[src/design/alarm_bearer_consts.svh]
/*
 * Constants for the backward alarm and bearer select block: encodings, field
 * widths and reset values. Assumes inclusion by bare name from design files.
 */
`ifndef ALARM_BEARER_CONSTS_SVH
`define ALARM_BEARER_CONSTS_SVH

`define ALARM_CHANNELS 4
`define ALARM_OK 1'b1
`define ALARM_FAIL 1'b0
`define MAP_SEL_W 3
`define MAP_ALL_EXTERNAL 3'h1
`define MAP_FIRST_INT_REST_EXT 3'h2
`define MAP_FIRST_INT_REST_OK 3'h3
`define MAP_ALL_INTERNAL 3'h4
`define CLK_SEL_W 2
`define CLK_SATELLITE 2'h0
`define CLK_TRANSMIT 2'h1
`define CLK_INTERNAL 2'h2
`define CLK_STATION 2'h3
`define TRACK_W 32
`define LOCAL_W 16
`define TS_W 32
`define RATE_N_W 6
`define RATE_N_MIN 6'h02
`define RATE_N_MAX 6'h20
`define RATE_N_RESET 6'h02
`define TS_RESET 32'h00000000
`define TRACK_RESET 32'h00000000
`define LOCAL_RESET 16'h0000

`endif

[src/design/alarm_bearer_pkg.sv]
/*
 * Types for the backward alarm and bearer select block.
 * Assumes the constants header is compiled alongside.
 */
package alarm_bearer_pkg;
    typedef enum logic [1:0] {
        BEARER_LOOPED = 2'b00,
        BEARER_BACKUP = 2'b01,
        BEARER_GENERATED = 2'b10
    } bearer_state_t;
endpackage

[src/design/alarm_bearer_select.sv]
/*
 * Top of the backward alarm and bearer select block. Holds the receive
 * configuration that can follow transmit, the insert mux bearer routing with
 * backup failover, partial insert gating, and instantiates the alarm mapper.
 * Assumes the alarm pins and the bearer clock-loss and AIS flags arrive from
 * other clocks and are synchronised here; configuration inputs are levels or
 * single-cycle write strobes from the control processor on mclk.
 * Limitations: backup routing has no hysteresis, so a bearer that flaps makes
 * the routing flap with it, three edges behind the flag; debounce upstream.
 * Partial insert needs drop/insert active, and a rate multiple outside the
 * accepted range is flagged and leaves the last good multiple in force.
 * The count of inserted timeslots is not checked against the selection here.
 */
`timescale 1ns/100ps
`include "alarm_bearer_consts.svh"
module alarm_bearer_select
    import alarm_bearer_pkg::*;
#(
    parameter int CHANNELS = `ALARM_CHANNELS,
    parameter int TRACK_W = `TRACK_W,
    parameter int LOCAL_W = `LOCAL_W,
    parameter int TS_W = `TS_W
) (
    // Clock and reset
    input wire logic mclk,
    input wire logic reset,
    // Backward alarms
    input wire logic [`MAP_SEL_W-1:0] map_sel,
    input wire logic [CHANNELS-1:0] ext_alarm_n,
    input wire logic rx_fail,
    output logic [CHANNELS-1:0] alarm_ok,
    // Receive follows transmit
    input wire logic follow_tx,
    input wire logic [TRACK_W-1:0] tx_tracked_cfg,
    input wire logic [TRACK_W-1:0] rx_tracked_wr,
    input wire logic rx_tracked_we,
    input wire logic drop_insert,
    input wire logic [TS_W-1:0] rx_insert_ts_wr,
    input wire logic rx_insert_ts_we,
    input wire logic [LOCAL_W-1:0] rx_local_wr,
    input wire logic rx_local_we,
    output logic [TRACK_W-1:0] rx_tracked_cfg,
    output logic [TS_W-1:0] rx_insert_ts,
    output logic [LOCAL_W-1:0] rx_local_cfg,
    // Bearer routing
    input wire logic generate_mode,
    input wire logic bearer_clk_lost,
    input wire logic bearer_ais,
    input wire logic [`CLK_SEL_W-1:0] gen_clk_sel,
    input wire logic [`CLK_SEL_W-1:0] backup_clk_sel,
    input wire logic fmt_multiframe,
    input wire logic fmt_crc,
    input wire logic cas_mode,
    output logic [1:0] bearer_state,
    output logic use_generated,
    output logic [`CLK_SEL_W-1:0] bearer_clk_sel,
    output logic gen_multiframe,
    output logic gen_crc,
    output logic gen_ts16_mf,
    // Partial insert
    input wire logic partial_req,
    input wire logic [`RATE_N_W-1:0] sat_rate_n,
    input wire logic [TS_W-1:0] sat_ts_select,
    input wire logic [TS_W-1:0] rx_slot_strobe,
    output logic partial_active,
    output logic [`RATE_N_W-1:0] total_rate_n,
    output logic rate_n_error,
    output logic [TS_W-1:0] insert_slot_en
);
    // Routing state and receive configuration
    bearer_state_t state_q;
    bearer_state_t state_d;
    logic [TRACK_W-1:0] tracked_q;
    logic [TRACK_W-1:0] tracked_d;
    logic [TS_W-1:0] ts_q;
    logic [TS_W-1:0] ts_d;
    logic [LOCAL_W-1:0] local_q;
    logic [LOCAL_W-1:0] local_d;
    // Line status synchronisers, first and second stage
    logic clk_meta_q;
    logic clk_sync_q;
    logic ais_meta_q;
    logic ais_sync_q;
    // Generator controls
    logic use_gen_q;
    logic use_gen_d;
    logic [`CLK_SEL_W-1:0] clk_sel_q;
    logic [`CLK_SEL_W-1:0] clk_sel_d;
    logic mf_q;
    logic mf_d;
    logic crc_q;
    logic crc_d;
    logic ts16_q;
    logic ts16_d;
    // Partial insert state
    logic partial_q;
    logic partial_d;
    logic [`RATE_N_W-1:0] rate_q;
    logic [`RATE_N_W-1:0] rate_d;
    logic rate_err_q;
    logic rate_err_d;
    logic [TS_W-1:0] slot_en_q;
    logic [TS_W-1:0] slot_en_d;
    logic bearer_fail;

    // Rate multiple check shared by acceptance and error flag
    function automatic logic rate_ok(input logic [`RATE_N_W-1:0] n);
        rate_ok = (n >= `RATE_N_MIN) && (n <= `RATE_N_MAX);
    endfunction

    // Mask selected channels to the first n of the satellite stream
    function automatic logic [TS_W-1:0] first_n_mask(input logic [`RATE_N_W-1:0] n);
        first_n_mask = '0;
        for (int i = 0; i < TS_W; i++) begin
            if (i < int'(n)) begin
                first_n_mask[i] = 1'b1;
            end
        end
    endfunction

    // Backup bearer clock; transmit is the clock that failed, so it falls to internal
    function automatic logic [`CLK_SEL_W-1:0] backup_clk(input logic [`CLK_SEL_W-1:0] sel);
        if (sel == `CLK_TRANSMIT) begin
            backup_clk = `CLK_INTERNAL;
        end else begin
            backup_clk = sel;
        end
    endfunction

    // Alarm mapping lives in its own module
    alarm_map #(
        .CHANNELS(CHANNELS)
    ) u_alarm_map (
        .mclk(mclk),
        .reset(reset),
        .map_sel(map_sel),
        .ext_alarm_n(ext_alarm_n),
        .rx_fail(rx_fail),
        .alarm_ok(alarm_ok)
    );

    // Receive configuration: follow overrides software writes of tracked set
    // Write strobes are single-cycle; one held high rewrites on every edge
    always_comb begin
        tracked_d = tracked_q;
        ts_d = ts_q;
        local_d = local_q;
        if (follow_tx) begin
            tracked_d = tx_tracked_cfg;
        end else if (rx_tracked_we) begin
            tracked_d = rx_tracked_wr;
        end
        // Timeslots, buffer, clocking, IF and sweep are never touched by follow
        if (rx_insert_ts_we && drop_insert) begin
            ts_d = rx_insert_ts_wr;
        end
        if (rx_local_we) begin
            local_d = rx_local_wr;
        end
    end

    // Receive configuration registers
    always_ff @(posedge mclk) begin
        if (reset) begin
            tracked_q <= `TRACK_RESET;
            ts_q <= `TS_RESET;
            local_q <= `LOCAL_RESET;
        end else begin
            tracked_q <= tracked_d;
            ts_q <= ts_d;
            local_q <= local_d;
        end
    end

    // Bearer status comes from the line side, so it is synchronised first
    // Only the second stage feeds logic; the first may still be settling
    always_ff @(posedge mclk) begin
        if (reset) begin
            clk_meta_q <= 1'b0;
            clk_sync_q <= 1'b0;
            ais_meta_q <= 1'b0;
            ais_sync_q <= 1'b0;
        end else begin
            clk_meta_q <= bearer_clk_lost;
            clk_sync_q <= clk_meta_q;
            ais_meta_q <= bearer_ais;
            ais_sync_q <= ais_meta_q;
        end
    end

    // Either fault sends a looped bearer to backup
    assign bearer_fail = clk_sync_q | ais_sync_q;

    // Routing state; backup is left as soon as the looped bearer recovers
    // Generate mode wins over any fault, since a generated bearer needs no input
    always_comb begin
        state_d = state_q;
        case (state_q)
            BEARER_LOOPED: begin
                if (generate_mode) begin
                    state_d = BEARER_GENERATED;
                end else if (bearer_fail) begin
                    state_d = BEARER_BACKUP;
                end
            end
            BEARER_BACKUP: begin
                if (generate_mode) begin
                    state_d = BEARER_GENERATED;
                end else if (!bearer_fail) begin
                    state_d = BEARER_LOOPED;
                end
            end
            BEARER_GENERATED: begin
                if (!generate_mode) begin
                    state_d = bearer_fail ? BEARER_BACKUP : BEARER_LOOPED;
                end
            end
            default: state_d = BEARER_LOOPED;
        endcase
    end

    // Generator controls follow the next state so outputs match it
    always_comb begin
        use_gen_d = (state_d != BEARER_LOOPED);
        clk_sel_d = `CLK_TRANSMIT;
        case (state_d)
            BEARER_GENERATED: clk_sel_d = gen_clk_sel;
            BEARER_BACKUP: clk_sel_d = backup_clk(backup_clk_sel);
            default: clk_sel_d = `CLK_TRANSMIT;
        endcase
        mf_d = use_gen_d & fmt_multiframe;
        crc_d = use_gen_d & fmt_crc;
        ts16_d = use_gen_d & fmt_multiframe & cas_mode;
    end

    // Routing and generator registers
    always_ff @(posedge mclk) begin
        if (reset) begin
            state_q <= BEARER_LOOPED;
            use_gen_q <= 1'b0;
            clk_sel_q <= `CLK_TRANSMIT;
            mf_q <= 1'b0;
            crc_q <= 1'b0;
            ts16_q <= 1'b0;
        end else begin
            state_q <= state_d;
            use_gen_q <= use_gen_d;
            clk_sel_q <= clk_sel_d;
            mf_q <= mf_d;
            crc_q <= crc_d;
            ts16_q <= ts16_d;
        end
    end

    // Partial insert: blocked while following; bad rate keeps last good one
    // Keeping the last good multiple stops the slot mask widening past the carrier
    always_comb begin
        partial_d = partial_req & ~follow_tx & drop_insert;
        rate_d = rate_q;
        rate_err_d = partial_d & ~rate_ok(sat_rate_n);
        if (partial_d && rate_ok(sat_rate_n)) begin
            rate_d = sat_rate_n;
        end
        if (partial_d) begin
            slot_en_d = rx_slot_strobe & sat_ts_select & first_n_mask(rate_d);
        end else begin
            slot_en_d = rx_slot_strobe;
        end
    end

    // Partial insert registers
    always_ff @(posedge mclk) begin
        if (reset) begin
            partial_q <= 1'b0;
            rate_q <= `RATE_N_RESET;
            rate_err_q <= 1'b0;
            slot_en_q <= '0;
        end else begin
            partial_q <= partial_d;
            rate_q <= rate_d;
            rate_err_q <= rate_err_d;
            slot_en_q <= slot_en_d;
        end
    end

    // All outputs straight from flip-flops; receive configuration first
    assign rx_tracked_cfg = tracked_q;
    assign rx_insert_ts = ts_q;
    assign rx_local_cfg = local_q;

    // Routing and generator controls
    assign bearer_state = state_q;
    assign use_generated = use_gen_q;
    assign bearer_clk_sel = clk_sel_q;
    assign gen_multiframe = mf_q;
    assign gen_crc = crc_q;
    assign gen_ts16_mf = ts16_q;

    // Partial insert
    assign partial_active = partial_q;
    assign total_rate_n = rate_q;
    assign rate_n_error = rate_err_q;
    assign insert_slot_en = slot_en_q;
endmodule // alarm_bearer_select

[src/design/alarm_map.sv]
/*
 * Backward alarm mapper: synchronises external alarm pins and maps them,
 * the receive-fail summary, or OK onto four registered alarm outputs.
 * Assumes the pins are asynchronous and the fail summary is on mclk.
 */
`timescale 1ns/100ps
`include "alarm_bearer_consts.svh"
module alarm_map
    import alarm_bearer_pkg::*;
#(
    parameter int CHANNELS = `ALARM_CHANNELS
) (
    // Clock and reset
    input wire logic mclk,
    input wire logic reset,
    // Selection and sources
    input wire logic [`MAP_SEL_W-1:0] map_sel,
    input wire logic [CHANNELS-1:0] ext_alarm_n,
    input wire logic rx_fail,
    // Mapped alarms, high means OK
    output logic [CHANNELS-1:0] alarm_ok
);
    logic [CHANNELS-1:0] meta_q;
    logic [CHANNELS-1:0] sync_q;
    logic [CHANNELS-1:0] alarm_ok_d;
    logic [CHANNELS-1:0] alarm_ok_q;

    // Per-channel source choice: 0 external, 1 internal, 2 OK
    function automatic logic pick(input logic [1:0] src, input logic ext, input logic fail);
        case (src)
            2'h0: pick = ext;
            2'h1: pick = ~fail;
            default: pick = `ALARM_OK;
        endcase
    endfunction

    // Mapping is combinational off the selection so a change shows next edge
    always_comb begin
        alarm_ok_d = {CHANNELS{`ALARM_OK}};
        for (int i = 0; i < CHANNELS; i++) begin
            case (map_sel)
                `MAP_ALL_EXTERNAL: alarm_ok_d[i] = pick(2'h0, sync_q[i], rx_fail);
                `MAP_FIRST_INT_REST_EXT: alarm_ok_d[i] = pick((i == 0) ? 2'h1 : 2'h0, sync_q[i], rx_fail);
                `MAP_FIRST_INT_REST_OK: alarm_ok_d[i] = pick((i == 0) ? 2'h1 : 2'h2, sync_q[i], rx_fail);
                `MAP_ALL_INTERNAL: alarm_ok_d[i] = pick(2'h1, sync_q[i], rx_fail);
                default: alarm_ok_d[i] = `ALARM_OK;
            endcase
        end
    end

    // Two-stage synchroniser; open pin reads high, hence OK after reset
    always_ff @(posedge mclk) begin
        if (reset) begin
            meta_q <= {CHANNELS{`ALARM_OK}};
            sync_q <= {CHANNELS{`ALARM_OK}};
            alarm_ok_q <= {CHANNELS{`ALARM_OK}};
        end else begin
            meta_q <= ext_alarm_n;
            sync_q <= meta_q;
            alarm_ok_q <= alarm_ok_d;
        end
    end

    assign alarm_ok = alarm_ok_q;
endmodule // alarm_map

[config.mk]
export PLATFORM = sky130hd
export DESIGN_NAME = alarm_bearer_select
export DESIGN_NICKNAME = d
export VERILOG_FILES = /design/src/design/alarm_bearer_pkg.sv /design/src/design/alarm_bearer_select.sv /design/src/design/alarm_map.sv
export VERILOG_INCLUDE_DIRS = /design/src /design/src/design
export SDC_FILE = /design/constraint.sdc
export NUM_CORES = 1
export LEC_CHECK = 0
export BUFFER_PORTS_ARGS = -buffer_cell sky130_fd_sc_hd__buf_2
export CORE_AREA = 2 2 132 134
export DETAILED_ROUTE_END_ITERATION = 8
export DIE_AREA = 0 0 134 136
export PLACE_DENSITY = 0.66
export SLEW_MARGIN = 20
export SYNTH_ARGS = -nofsm -noshare
export SYNTH_HDL_FRONTEND = slang
export SYNTH_SLANG_ARGS = --single-unit
export TNS_END_PERCENT = 30
[constraint.sdc]
create_clock -name mclk -period 6.28 [get_ports mclk]
set_clock_uncertainty 0.2 [all_clocks]
set_input_delay 1.57 -clock mclk [delete_from_list [all_inputs] [get_ports mclk]]
set_output_delay 1.57 -clock mclk [all_outputs]
set_load 0.01 [all_outputs]
# Word level (Yosys, flattened, before mapping)
# Cells that the tools add are included.
# classes
bitwise	12
n_lt_le_gt_ge	34
reduce_logical	8
muxes	81
eq_ne	9
# ops
op	count
5-bit by 6-bit less-than comparator with 1-bit output, first input constant	16
32-bit two-way mux	3
1-bit two-way mux	65
32-bit bitwise AND	2
4-bit by 6-bit less-than comparator with 1-bit output, first input constant	8
3-bit by 6-bit less-than comparator with 1-bit output, first input constant	4
1-bit by 6-bit less-than comparator with 1-bit output, first input constant	2
2-bit by 6-bit less-than comparator with 1-bit output, first input constant	2
2-bit two-way mux	6
1-bit one-hot mux with 2 select lines	4
1-bit bitwise AND	6
2-bit by 1-bit equality test with 1-bit output, second input constant	3
3-bit by 2-bit equality test with 1-bit output, second input constant	2
6-bit by 2-bit >= comparator with 1-bit output, second input constant	1
6-bit <= comparator, second input constant	1
6-bit two-way mux	1
2-bit one-hot mux with 3 select lines	1
2-bit equality test, second input constant	2
2-bit one-hot mux with 2 select lines	1
2-bit nonzero test	2
3-bit by 1-bit equality test with 1-bit output, second input constant	1
3-bit equality test, second input constant	1
1-bit logical AND	3
1-bit inverter	3
other kinds (4)	4
# word_totals
in_bits	208
out_inout_bits	132
elab_cells	164
reg_bits	144

# Logic depth before layout (Yosys ltp)
# Gate-level depths: netlist of run 1.
# depth
word_depth	10
mapped_depth	8
depth_no_buf	6

# Hierarchy
# Synthesis of run 1 repeated with hierarchy kept, for this count alone.
# unflattened
cells_unflattened	635
area_unflattened_um2	5750.5
# modules_own_cells
module	seq_area_each_um2	cells_each	area_each_um2	instances
alarm_bearer_select	2642.5	600	5320.1	1
alarm_map	240.2	35	430.4	1

# Worst setup path before layout of run 1
# No wires, ideal clock.
# synth_timing
kind	input to register
startpoint	input sat_rate_n[2]
endpoint	register slot_en_q[16] (netlist: insert_slot_en[16])
arrival_ns	3.212
path_buffers	2
path_slack_ns	2.750
setup_ns	0.118
path_stages	8
required_time_ns	5.962
cell_sequence	buf_6 -> or4_4 -> buf_6 -> or4_1 -> o31ai_1 -> a211o_2 -> nor2b_1 -> o2111a_1
# synth_via
elab_chain_cells	9
elab_cells_between_ends	10
classes_between	3 x order compare; 4 x mux; 1 x bitwise; 2 x reduce/logical
# synth_lines
item	line	source
from (decl)	alarm_bearer_select.sv:62	input wire logic [`RATE_N_W-1:0] sat_rate_n,
6-bit by 2-bit >= comparator with 1-bit output (no source line) / 6-bit <= comparator (equally long branches)	n/a	
1-bit logical AND	alarm_bearer_select.sv:108	rate_ok = (n >= `RATE_N_MIN) && (n <= `RATE_N_MAX);
1-bit logical AND	alarm_bearer_select.sv:261	if (partial_d && rate_ok(sat_rate_n)) begin
6-bit two-way mux *	alarm_bearer_select.sv:261	
5-bit by 6-bit less-than comparator with 1-bit output *	alarm_bearer_select.sv:115	if (i < int'(n)) begin
1-bit two-way mux *	alarm_bearer_select.sv:115	
1-bit two-way mux *	alarm_bearer_select.sv:264	if (partial_d) begin
32-bit bitwise AND *	alarm_bearer_select.sv:265	slot_en_d = rx_slot_strobe & sat_ts_select & first_n_mask(rate_d);
32-bit two-way mux *	alarm_bearer_select.sv:264	
to (signal assigned)	alarm_bearer_select.sv:282	slot_en_q <= slot_en_d;
to (decl)	alarm_bearer_select.sv:102	logic [TS_W-1:0] slot_en_q;
# Every way passes the cells marked *; elsewhere a longest branch is shown, timed or not. The select of a mux whose other input is x is not followed.
# A chain may end at the register's enable or synchronous reset.

# Worst setup path in the final report of run 1
# layout_timing
startpoint	input follow_tx
endpoint	register slot_en_q[1] (netlist: insert_slot_en[1])
# layout_via
elab_chain_cells	10
# layout_lines
item	line	source
from (decl)	alarm_bearer_select.sv:33	input wire logic follow_tx,
1-bit inverter *	alarm_bearer_select.sv:258	partial_d = partial_req & ~follow_tx & drop_insert;
1-bit bitwise AND * (2 in a row)	alarm_bearer_select.sv:258	
1-bit logical AND	alarm_bearer_select.sv:261	
6-bit two-way mux	alarm_bearer_select.sv:261	
1-bit by 6-bit less-than comparator with 1-bit output	alarm_bearer_select.sv:115	
1-bit two-way mux	alarm_bearer_select.sv:115	
1-bit two-way mux	alarm_bearer_select.sv:264	
32-bit bitwise AND	alarm_bearer_select.sv:265	
32-bit two-way mux *	alarm_bearer_select.sv:264	
# Marked as above.

==> results.ini, run 1 <==
[status]
status=finished clean

[clock_network]
cts.sinks=144
cts.hold.buffers_added=0
cts_setup_buffers=0
htree_levels=4
cts-root-buf=clkbuf_16
cts_tree=yes
clk_pin_slew_ns=0.06
clock_latency_ns=0.42
cts_buffers=17
clockBufferDepth=2
cts_resized=0

[floorplan]
dieArea_um2=18200
core_area_um2=16900
rows=48
boundaryPins=340
initial_utilization_pct=34.5
die_h_um=136
die_x_um=134

[detailed_routing]
wl_met2_mm=8.81
wl_met3_mm=1.76
antenna_left=0
drt_iter0_markers=444
first_pass_iters=4
drc=0
num_vias=5877
top_layer_used=met4
wire_per_inst_um=15.0
viasPerCell=4.79
wl_met1_mm=7.59
drt_wl_total_mm=18.5

[setup_path]
r2r-start=total_rate_n[5]
crit_path_end_kind=register
arrival_ns=4.11
critPathRequiredTime_ns=6.39
worst-path-max-fanout=26
startpoint_type=input pin
reg2regPathDepth=5
ff2ff_setup_slack_ns=3.85
r2r-end=insert_slot_en[1]
crit_type=input pin to register

[yosys]
avgSynthCellArea_um2=8.59
ys_seq_area_share_pct=49.6
syn_area_um2=5820
yosysWarnings=0
synth_top_area_share_pct=49.6
synth_edf_count=0
synth_seq_cells=144
ys_top_cells_by_area=dfxtp_1, mux2i_1, a21oi_1
synthArstFlopShare_pct=0
syn_inst=677
yosysTopAreaCell=dfxtp_1
synth_flop_cell=dfxtp_1
syn-num-nets=888
ys_types=51

[power_and_ir_drop]
pwr-share-clk_pct=44.9
p_switching_w=0.000577
p_int_w=0.00174
power_density_nw_per_um2=281
p_leak_nw=4.00
power_w=0.00232
seqPwrFrac_pct=42.5
switching_share_pct=24.9
peakVddDrop_v=0.000174
p_comb_share_pct=12.6

[placed_design]
io_buffers=339
gp_congestion=0.875
dp_hpwl_mm=13.7
placed_cell_area_um2=7610

[global_route]
antenna_found_initial=1
grt_use_total_pct=19.7
grt_pass1_wl_mm=28.0
grt_overflow=0
grt_pass1_vias=5416
grt_max_degree=67

[cells_and_area]
num-nets-final=1199
syn_to_final_growth_pct=41.6
n_fill_cell=1689
drive_gt1_share_pct=39.4
design_area_um2=8240

[sta]
fin_crit_ns=4.00
worstMarginPinSlew_ns=1.13
relSlewSlack_pct=23.6
fin_crit_sh_pct=63.7
setup_tns_ns=0
maxSlewViolCount=0
fmax_ghz=0.250
setup_violations=0
finalHoldViolCount=0
rsz0062_at_grt=no

[min_path]
min_to=u_alarm_map.sync_q[0]
min-delay-path-class=register to register
holdPathStages=1
holdCritStartpoint=u_alarm_map.meta_q[0]

[job]
maxCapViolCount=0

[layout by cell type, fill, tap and decap left out, drive strengths merged, types with 4 or more instances in the layout]
cell / instances
nor2b: 6
clkbuf: 19
nand2: 97
mux2i: 51
o2111a: 8
dfxtp: 144
a21oi: 89
buf: 343
or2: 8
nand3: 6
o31ai: 4
o21ai: 26
and2: 5
nand2b: 8
inv: 9
o211ai: 13
clkinvlp: 5
nor3: 8
nor2: 101
[worst max-delay path by stage]
stage,startpoint,end,slack [ns],cells after the start
finish,follow_tx,insert_slot_en[1],2.28,8
global route,follow_tx,insert_slot_en[1],2.20,8
CTS,follow_tx,insert_slot_en[1],2.43,8
detailed placement,follow_tx,insert_slot_en[1],1.98,8
global placement,follow_tx,insert_slot_en[1],2.07,8
floorplan,sat_rate_n[2],insert_slot_en[16],2.75,8
[power groups by stage]
stage          registers (W)  logic (W)  clock network (W)
3_3_place_gp         0.00100   0.000290                  0
4_1_cts             0.000984   0.000295            0.00107
2_1_floorplan        0.00103   0.000129                  0
5_1_grt             0.000990   0.000322            0.00111
3_5_place_dp         0.00100   0.000293                  0
6_report            0.000984   0.000292            0.00104
[cells by family (layout without fill, tap and decap cells)]
logic type	Yosys count	count (layout)	share of synthesized area (%)
buf+inv	58	381	4.13
simple gates	257	257	19.5
xor+xnor	1	1	0.151
compound gates	163	163	17.3
fa+ha+maj	3	3	0.645
mux	51	51	8.78
flops	144	144	49.6
other cells	0	3	0
[per-stage QoR]
step | hold slack, ns | cells | utilization, % | setup WS [ns]
floorplan | 0.189 | 677 | - | 2.75
global placement | 0.190 | 1194 | 45.1 | 2.07
detailed placement | 0.194 | 1194 | 45.1 | 1.98
CTS | 0.214 | 1225 | 48.7 | 2.43
global route | 0.229 | 1225 | 48.8 | 2.20
finish | 0.211 | 1228 | 48.8 | 2.28
[layout make-up]
class / instances / area (um2) / share of cell area [%]
Timing Repair Buffer: 343 / 1730 / 21.0
Multi-Input combinational cell: 475 / 2700 / 32.8
Tap cell: 225 / 282 / 3.42
Antenna cell: 3 / 7.51 / 0.0911
Clock buffer: 19 / 453 / 5.50
Inverter: 7 / 26.3 / 0.319
Clock inverter: 12 / 159 / 1.93
Sequential cell: 144 / 2880 / 35.0
[routing by layer]
layer | track usage (%) | vias to the layer above
met1 | 24.3 | 2629
met2 | 31.4 | 254
met4 | 8.04 | 0
li1 | - | 2967
met3 | 6.82 | 27
met5 | 0 | -
[state kept, by name, summed over array words and instances (netlist names), 2 cells and up]
register,flops
bearer_clk_sel,2
bearer_state,2
insert_slot_en,32
rx_insert_ts,32
rx_local_cfg,16
rx_tracked_cfg,32
total_rate_n,6
u_alarm_map.alarm_ok,4
u_alarm_map.meta_q,4
u_alarm_map.sync_q,4
[cell usage after synthesis (all sizes together) (7+ instances only)]
cell type,count
clkbuf,36
nand2,97
inv,7
o211ai,13
nand2b,8
nor2,101
mux2i,51
dfxtp,144
a21oi,89
o2111a,8
nor3,8
or2,8
o21ai,26
buf,15
[critical path: stages]
cell      delay, ns
buf_2          0.13
nand3b_1       0.36
buf_4          0.34
o22ai_1        0.16
nand4_1        0.48
nor2_1         0.52
nand2_1        0.24
o2111a_1       0.30
Power figures use the tool's default switching activity.
==> run 2, diff against run 1 <==
Settings changed: ABC_AREA set to 1, CORE_AREA 2 2 132 134 to unset, CORE_ASPECT_RATIO set to 0.6, CORE_MARGIN set to 2, CORE_UTILIZATION set to 40, DIE_AREA 0 0 134 136 to unset, PLACE_DENSITY 0.66 to 0.77.
Clock period 6.28 ns to 3.3 ns, I/O delays scaled along.
==> results.ini, run 2 <==
[status]
status=finished clean

[setup_path]
r2r-start=bearer_state[1]
crit_path_end=rx_tracked_cfg[23]
arrival_ns=2.38
critPathMaxStageDelay_ns=0.65
worstPathCellList=buf_2 > buf_4 > or2_2 > nor2_1 > o21ai_1 > inv_1
startpoint_type=input pin
ff2ff_setup_slack_ns=1.66
crit_path_end_kind=register
critPathLaunch=follow_tx
crit_type=input pin to register
critPathSlowestCell=or2_2
reg2regPathDepth=7
critPathBufInv=3
r2r-end=bearer_clk_sel[1]
worst-path-stages=6
critPathRequiredTime_ns=3.40
worst-path-max-fanout=50
crit_family=simple AND/OR/NAND/NOR gates

[sta]
relSlewSlack_pct=28.7
fmax_ghz=0.439
fin_crit_sh_pct=69.1
fin_crit_ns=2.28
maxSlewViolCount=0
setup_violations=0
setup_tns_ns=0
worstMarginPinSlew_ns=1.07
rsz0062_at_grt=no
layout_setup_ws_ns=1.02
finalHoldViolCount=0

[power_and_ir_drop]
p_int_w=0.00317
p_comb_share_pct=14.2
peakVddDrop_v=0.000300
p_leak_nw=4.41
power_density_nw_per_um2=528
seqPwrFrac_pct=43.1
switching_share_pct=27.6
p_switching_w=0.00121
pwr-share-clk_pct=42.7

[detailed_routing]
antenna_left=0
drt_iter0_markers=425
drt_wl_total_mm=18.1
num_vias=6170
drc=0
wire_per_inst_um=13.5
viasPerCell=4.60
first_pass_iters=5

[floorplan]
initial_utilization_pct=40.7
boundaryPins=340
dieArea_um2=15700
die_x_um=160
rows=34
core_area_um2=14400
die_h_um=97.8

[cells_and_area]
multi_input_area_um2=2470
syn_to_final_growth_pct=41.4
final_cell_mix=buf_2, nand2_1, dfxtp_1
final_common_cell=buf_2
seqCellArea_um2=2880
diodes=0
n_fill_cell=1382
num-nets-final=1341
drive_gt1_share_pct=36.7

[clock_network]
htree_levels=4
clockBufferDepth=2
clk_pin_slew_ns=0.06
cts.sinks=144
cts_resized=0
cts_tree=yes
cts-root-buf=clkbuf_16
clock_latency_ns=0.40
cts.hold.buffers_added=0
cts_buffers=17
cts_setup_buffers=0

[yosys]
syn_area_um2=5870
syn_inst=806
ys_top_cells_by_area=dfxtp_1, nand2_1, nor2_1
synth_top_area_share_pct=49.1
yosysMostFrequentCell=nand2_1
yosysTopAreaCell=dfxtp_1
syn-num-nets=1017
synth_common_cells=nand2_1, dfxtp_1, nor2_1, inv_1, o21ai_0
ys_seq_area_share_pct=49.1
synth_edf_count=0
synth_seq_cells=144
synthArstFlopShare_pct=0
yosysWarnings=0
synth_flop_cell=dfxtp_1
ys_types=28
avgSynthCellArea_um2=7.28

[job]
maxCapViolCount=0

[global_route]
grtUsageMet2_pct=37.0
grt.met3_usage_pct=6.12
grt_max_degree=65
grt_overflow=0
antenna_found_initial=0
use_met1_pct=30.1
grt_pass1_vias=5786
grt_pass1_wl_mm=28.7
grt_busiest_layer=met2
grt_use_total_pct=22.6

[placed_design]
io_buffers=339
place_ws_ns=0.620
gp_congestion=0.864
dp_hpwl_mm=13.5

[min_path]
min-delay-path-class=register to register

-- run 2: cells by family (layout without fill, tap and decap cells) --
group | count (synthesis) | after routing | share of synthesized area, %
compound gates | 139 | 139 | 12.6
fa+ha+maj | 3 | 3 | 0.640
buf+inv | 134 | 471 | 8.66
flops | 144 | 144 | 49.1
simple gates | 386 | 386 | 28.9
-- run 2: area by class of cell --
type	count	area share [%]
well taps	198	2.99
clock inverters	15	1.81
clock buffers	17	5.13
inverters	93	4.21
flip-flops and latches	144	34.8
multi-input cells	528	29.8
repair buffers	346	21.2
-- run 2: stage by stage --
stage	area, um2	util [%]	hold slack (ns)	std cells	power (W)
3_3_place_gp	7720	53.5	0.189	1309	0.00253
6_report	8290	57.5	0.201	1341	0.00437
3_5_place_dp	7720	53.5	0.193	1309	0.00254
2_1_floorplan	5870	-	0.188	806	0.00224
4_1_cts	8290	57.5	0.201	1341	0.00442
5_1_grt	8290	57.5	0.210	1341	0.00459
-- run 2: metal layers --
metal,up-vias,wire [um],share of wire [%]
met5,-,0,0
met4,0,131,0.73
met3,12,1300,7.2
met2,223,8240,46
met1,2759,8380,46
li1,3176,-,-
-- run 2: power by group through the flow --
stage               Combinational [W]  Sequential (W)  Clock [W]
finish                       0.000621         0.00189    0.00187
floorplan                    0.000271         0.00197          0
CTS                          0.000622         0.00189    0.00191
global placement             0.000610         0.00192          0
global route                 0.000694         0.00190    0.00200
detailed placement           0.000620         0.00192          0
-- run 2: how the worst min path moves through the flow --
stage	slack, ns	from	endpoint	cells after the start
2_1_floorplan	0.19	ais_meta_q	ais_sync_q	2
3_3_place_gp	0.19	clk_meta_q	clk_sync_q	2
3_5_place_dp	0.19	ais_meta_q	ais_sync_q	2
4_1_cts	0.20	ais_meta_q	ais_sync_q	2
5_1_grt	0.21	clk_meta_q	clk_sync_q	2
6_report	0.20	ais_meta_q	ais_sync_q	2
-- run 2: worst reg2reg max path, delay by kind of cell, from the launching register on --
family / cells / cell delay (ns)
flops: 1 / 0.31
simple gates: 3 / 0.40
fa+ha+maj: 1 / 0.30
compound gates: 1 / 0.18
buf+inv: 2 / 0.18
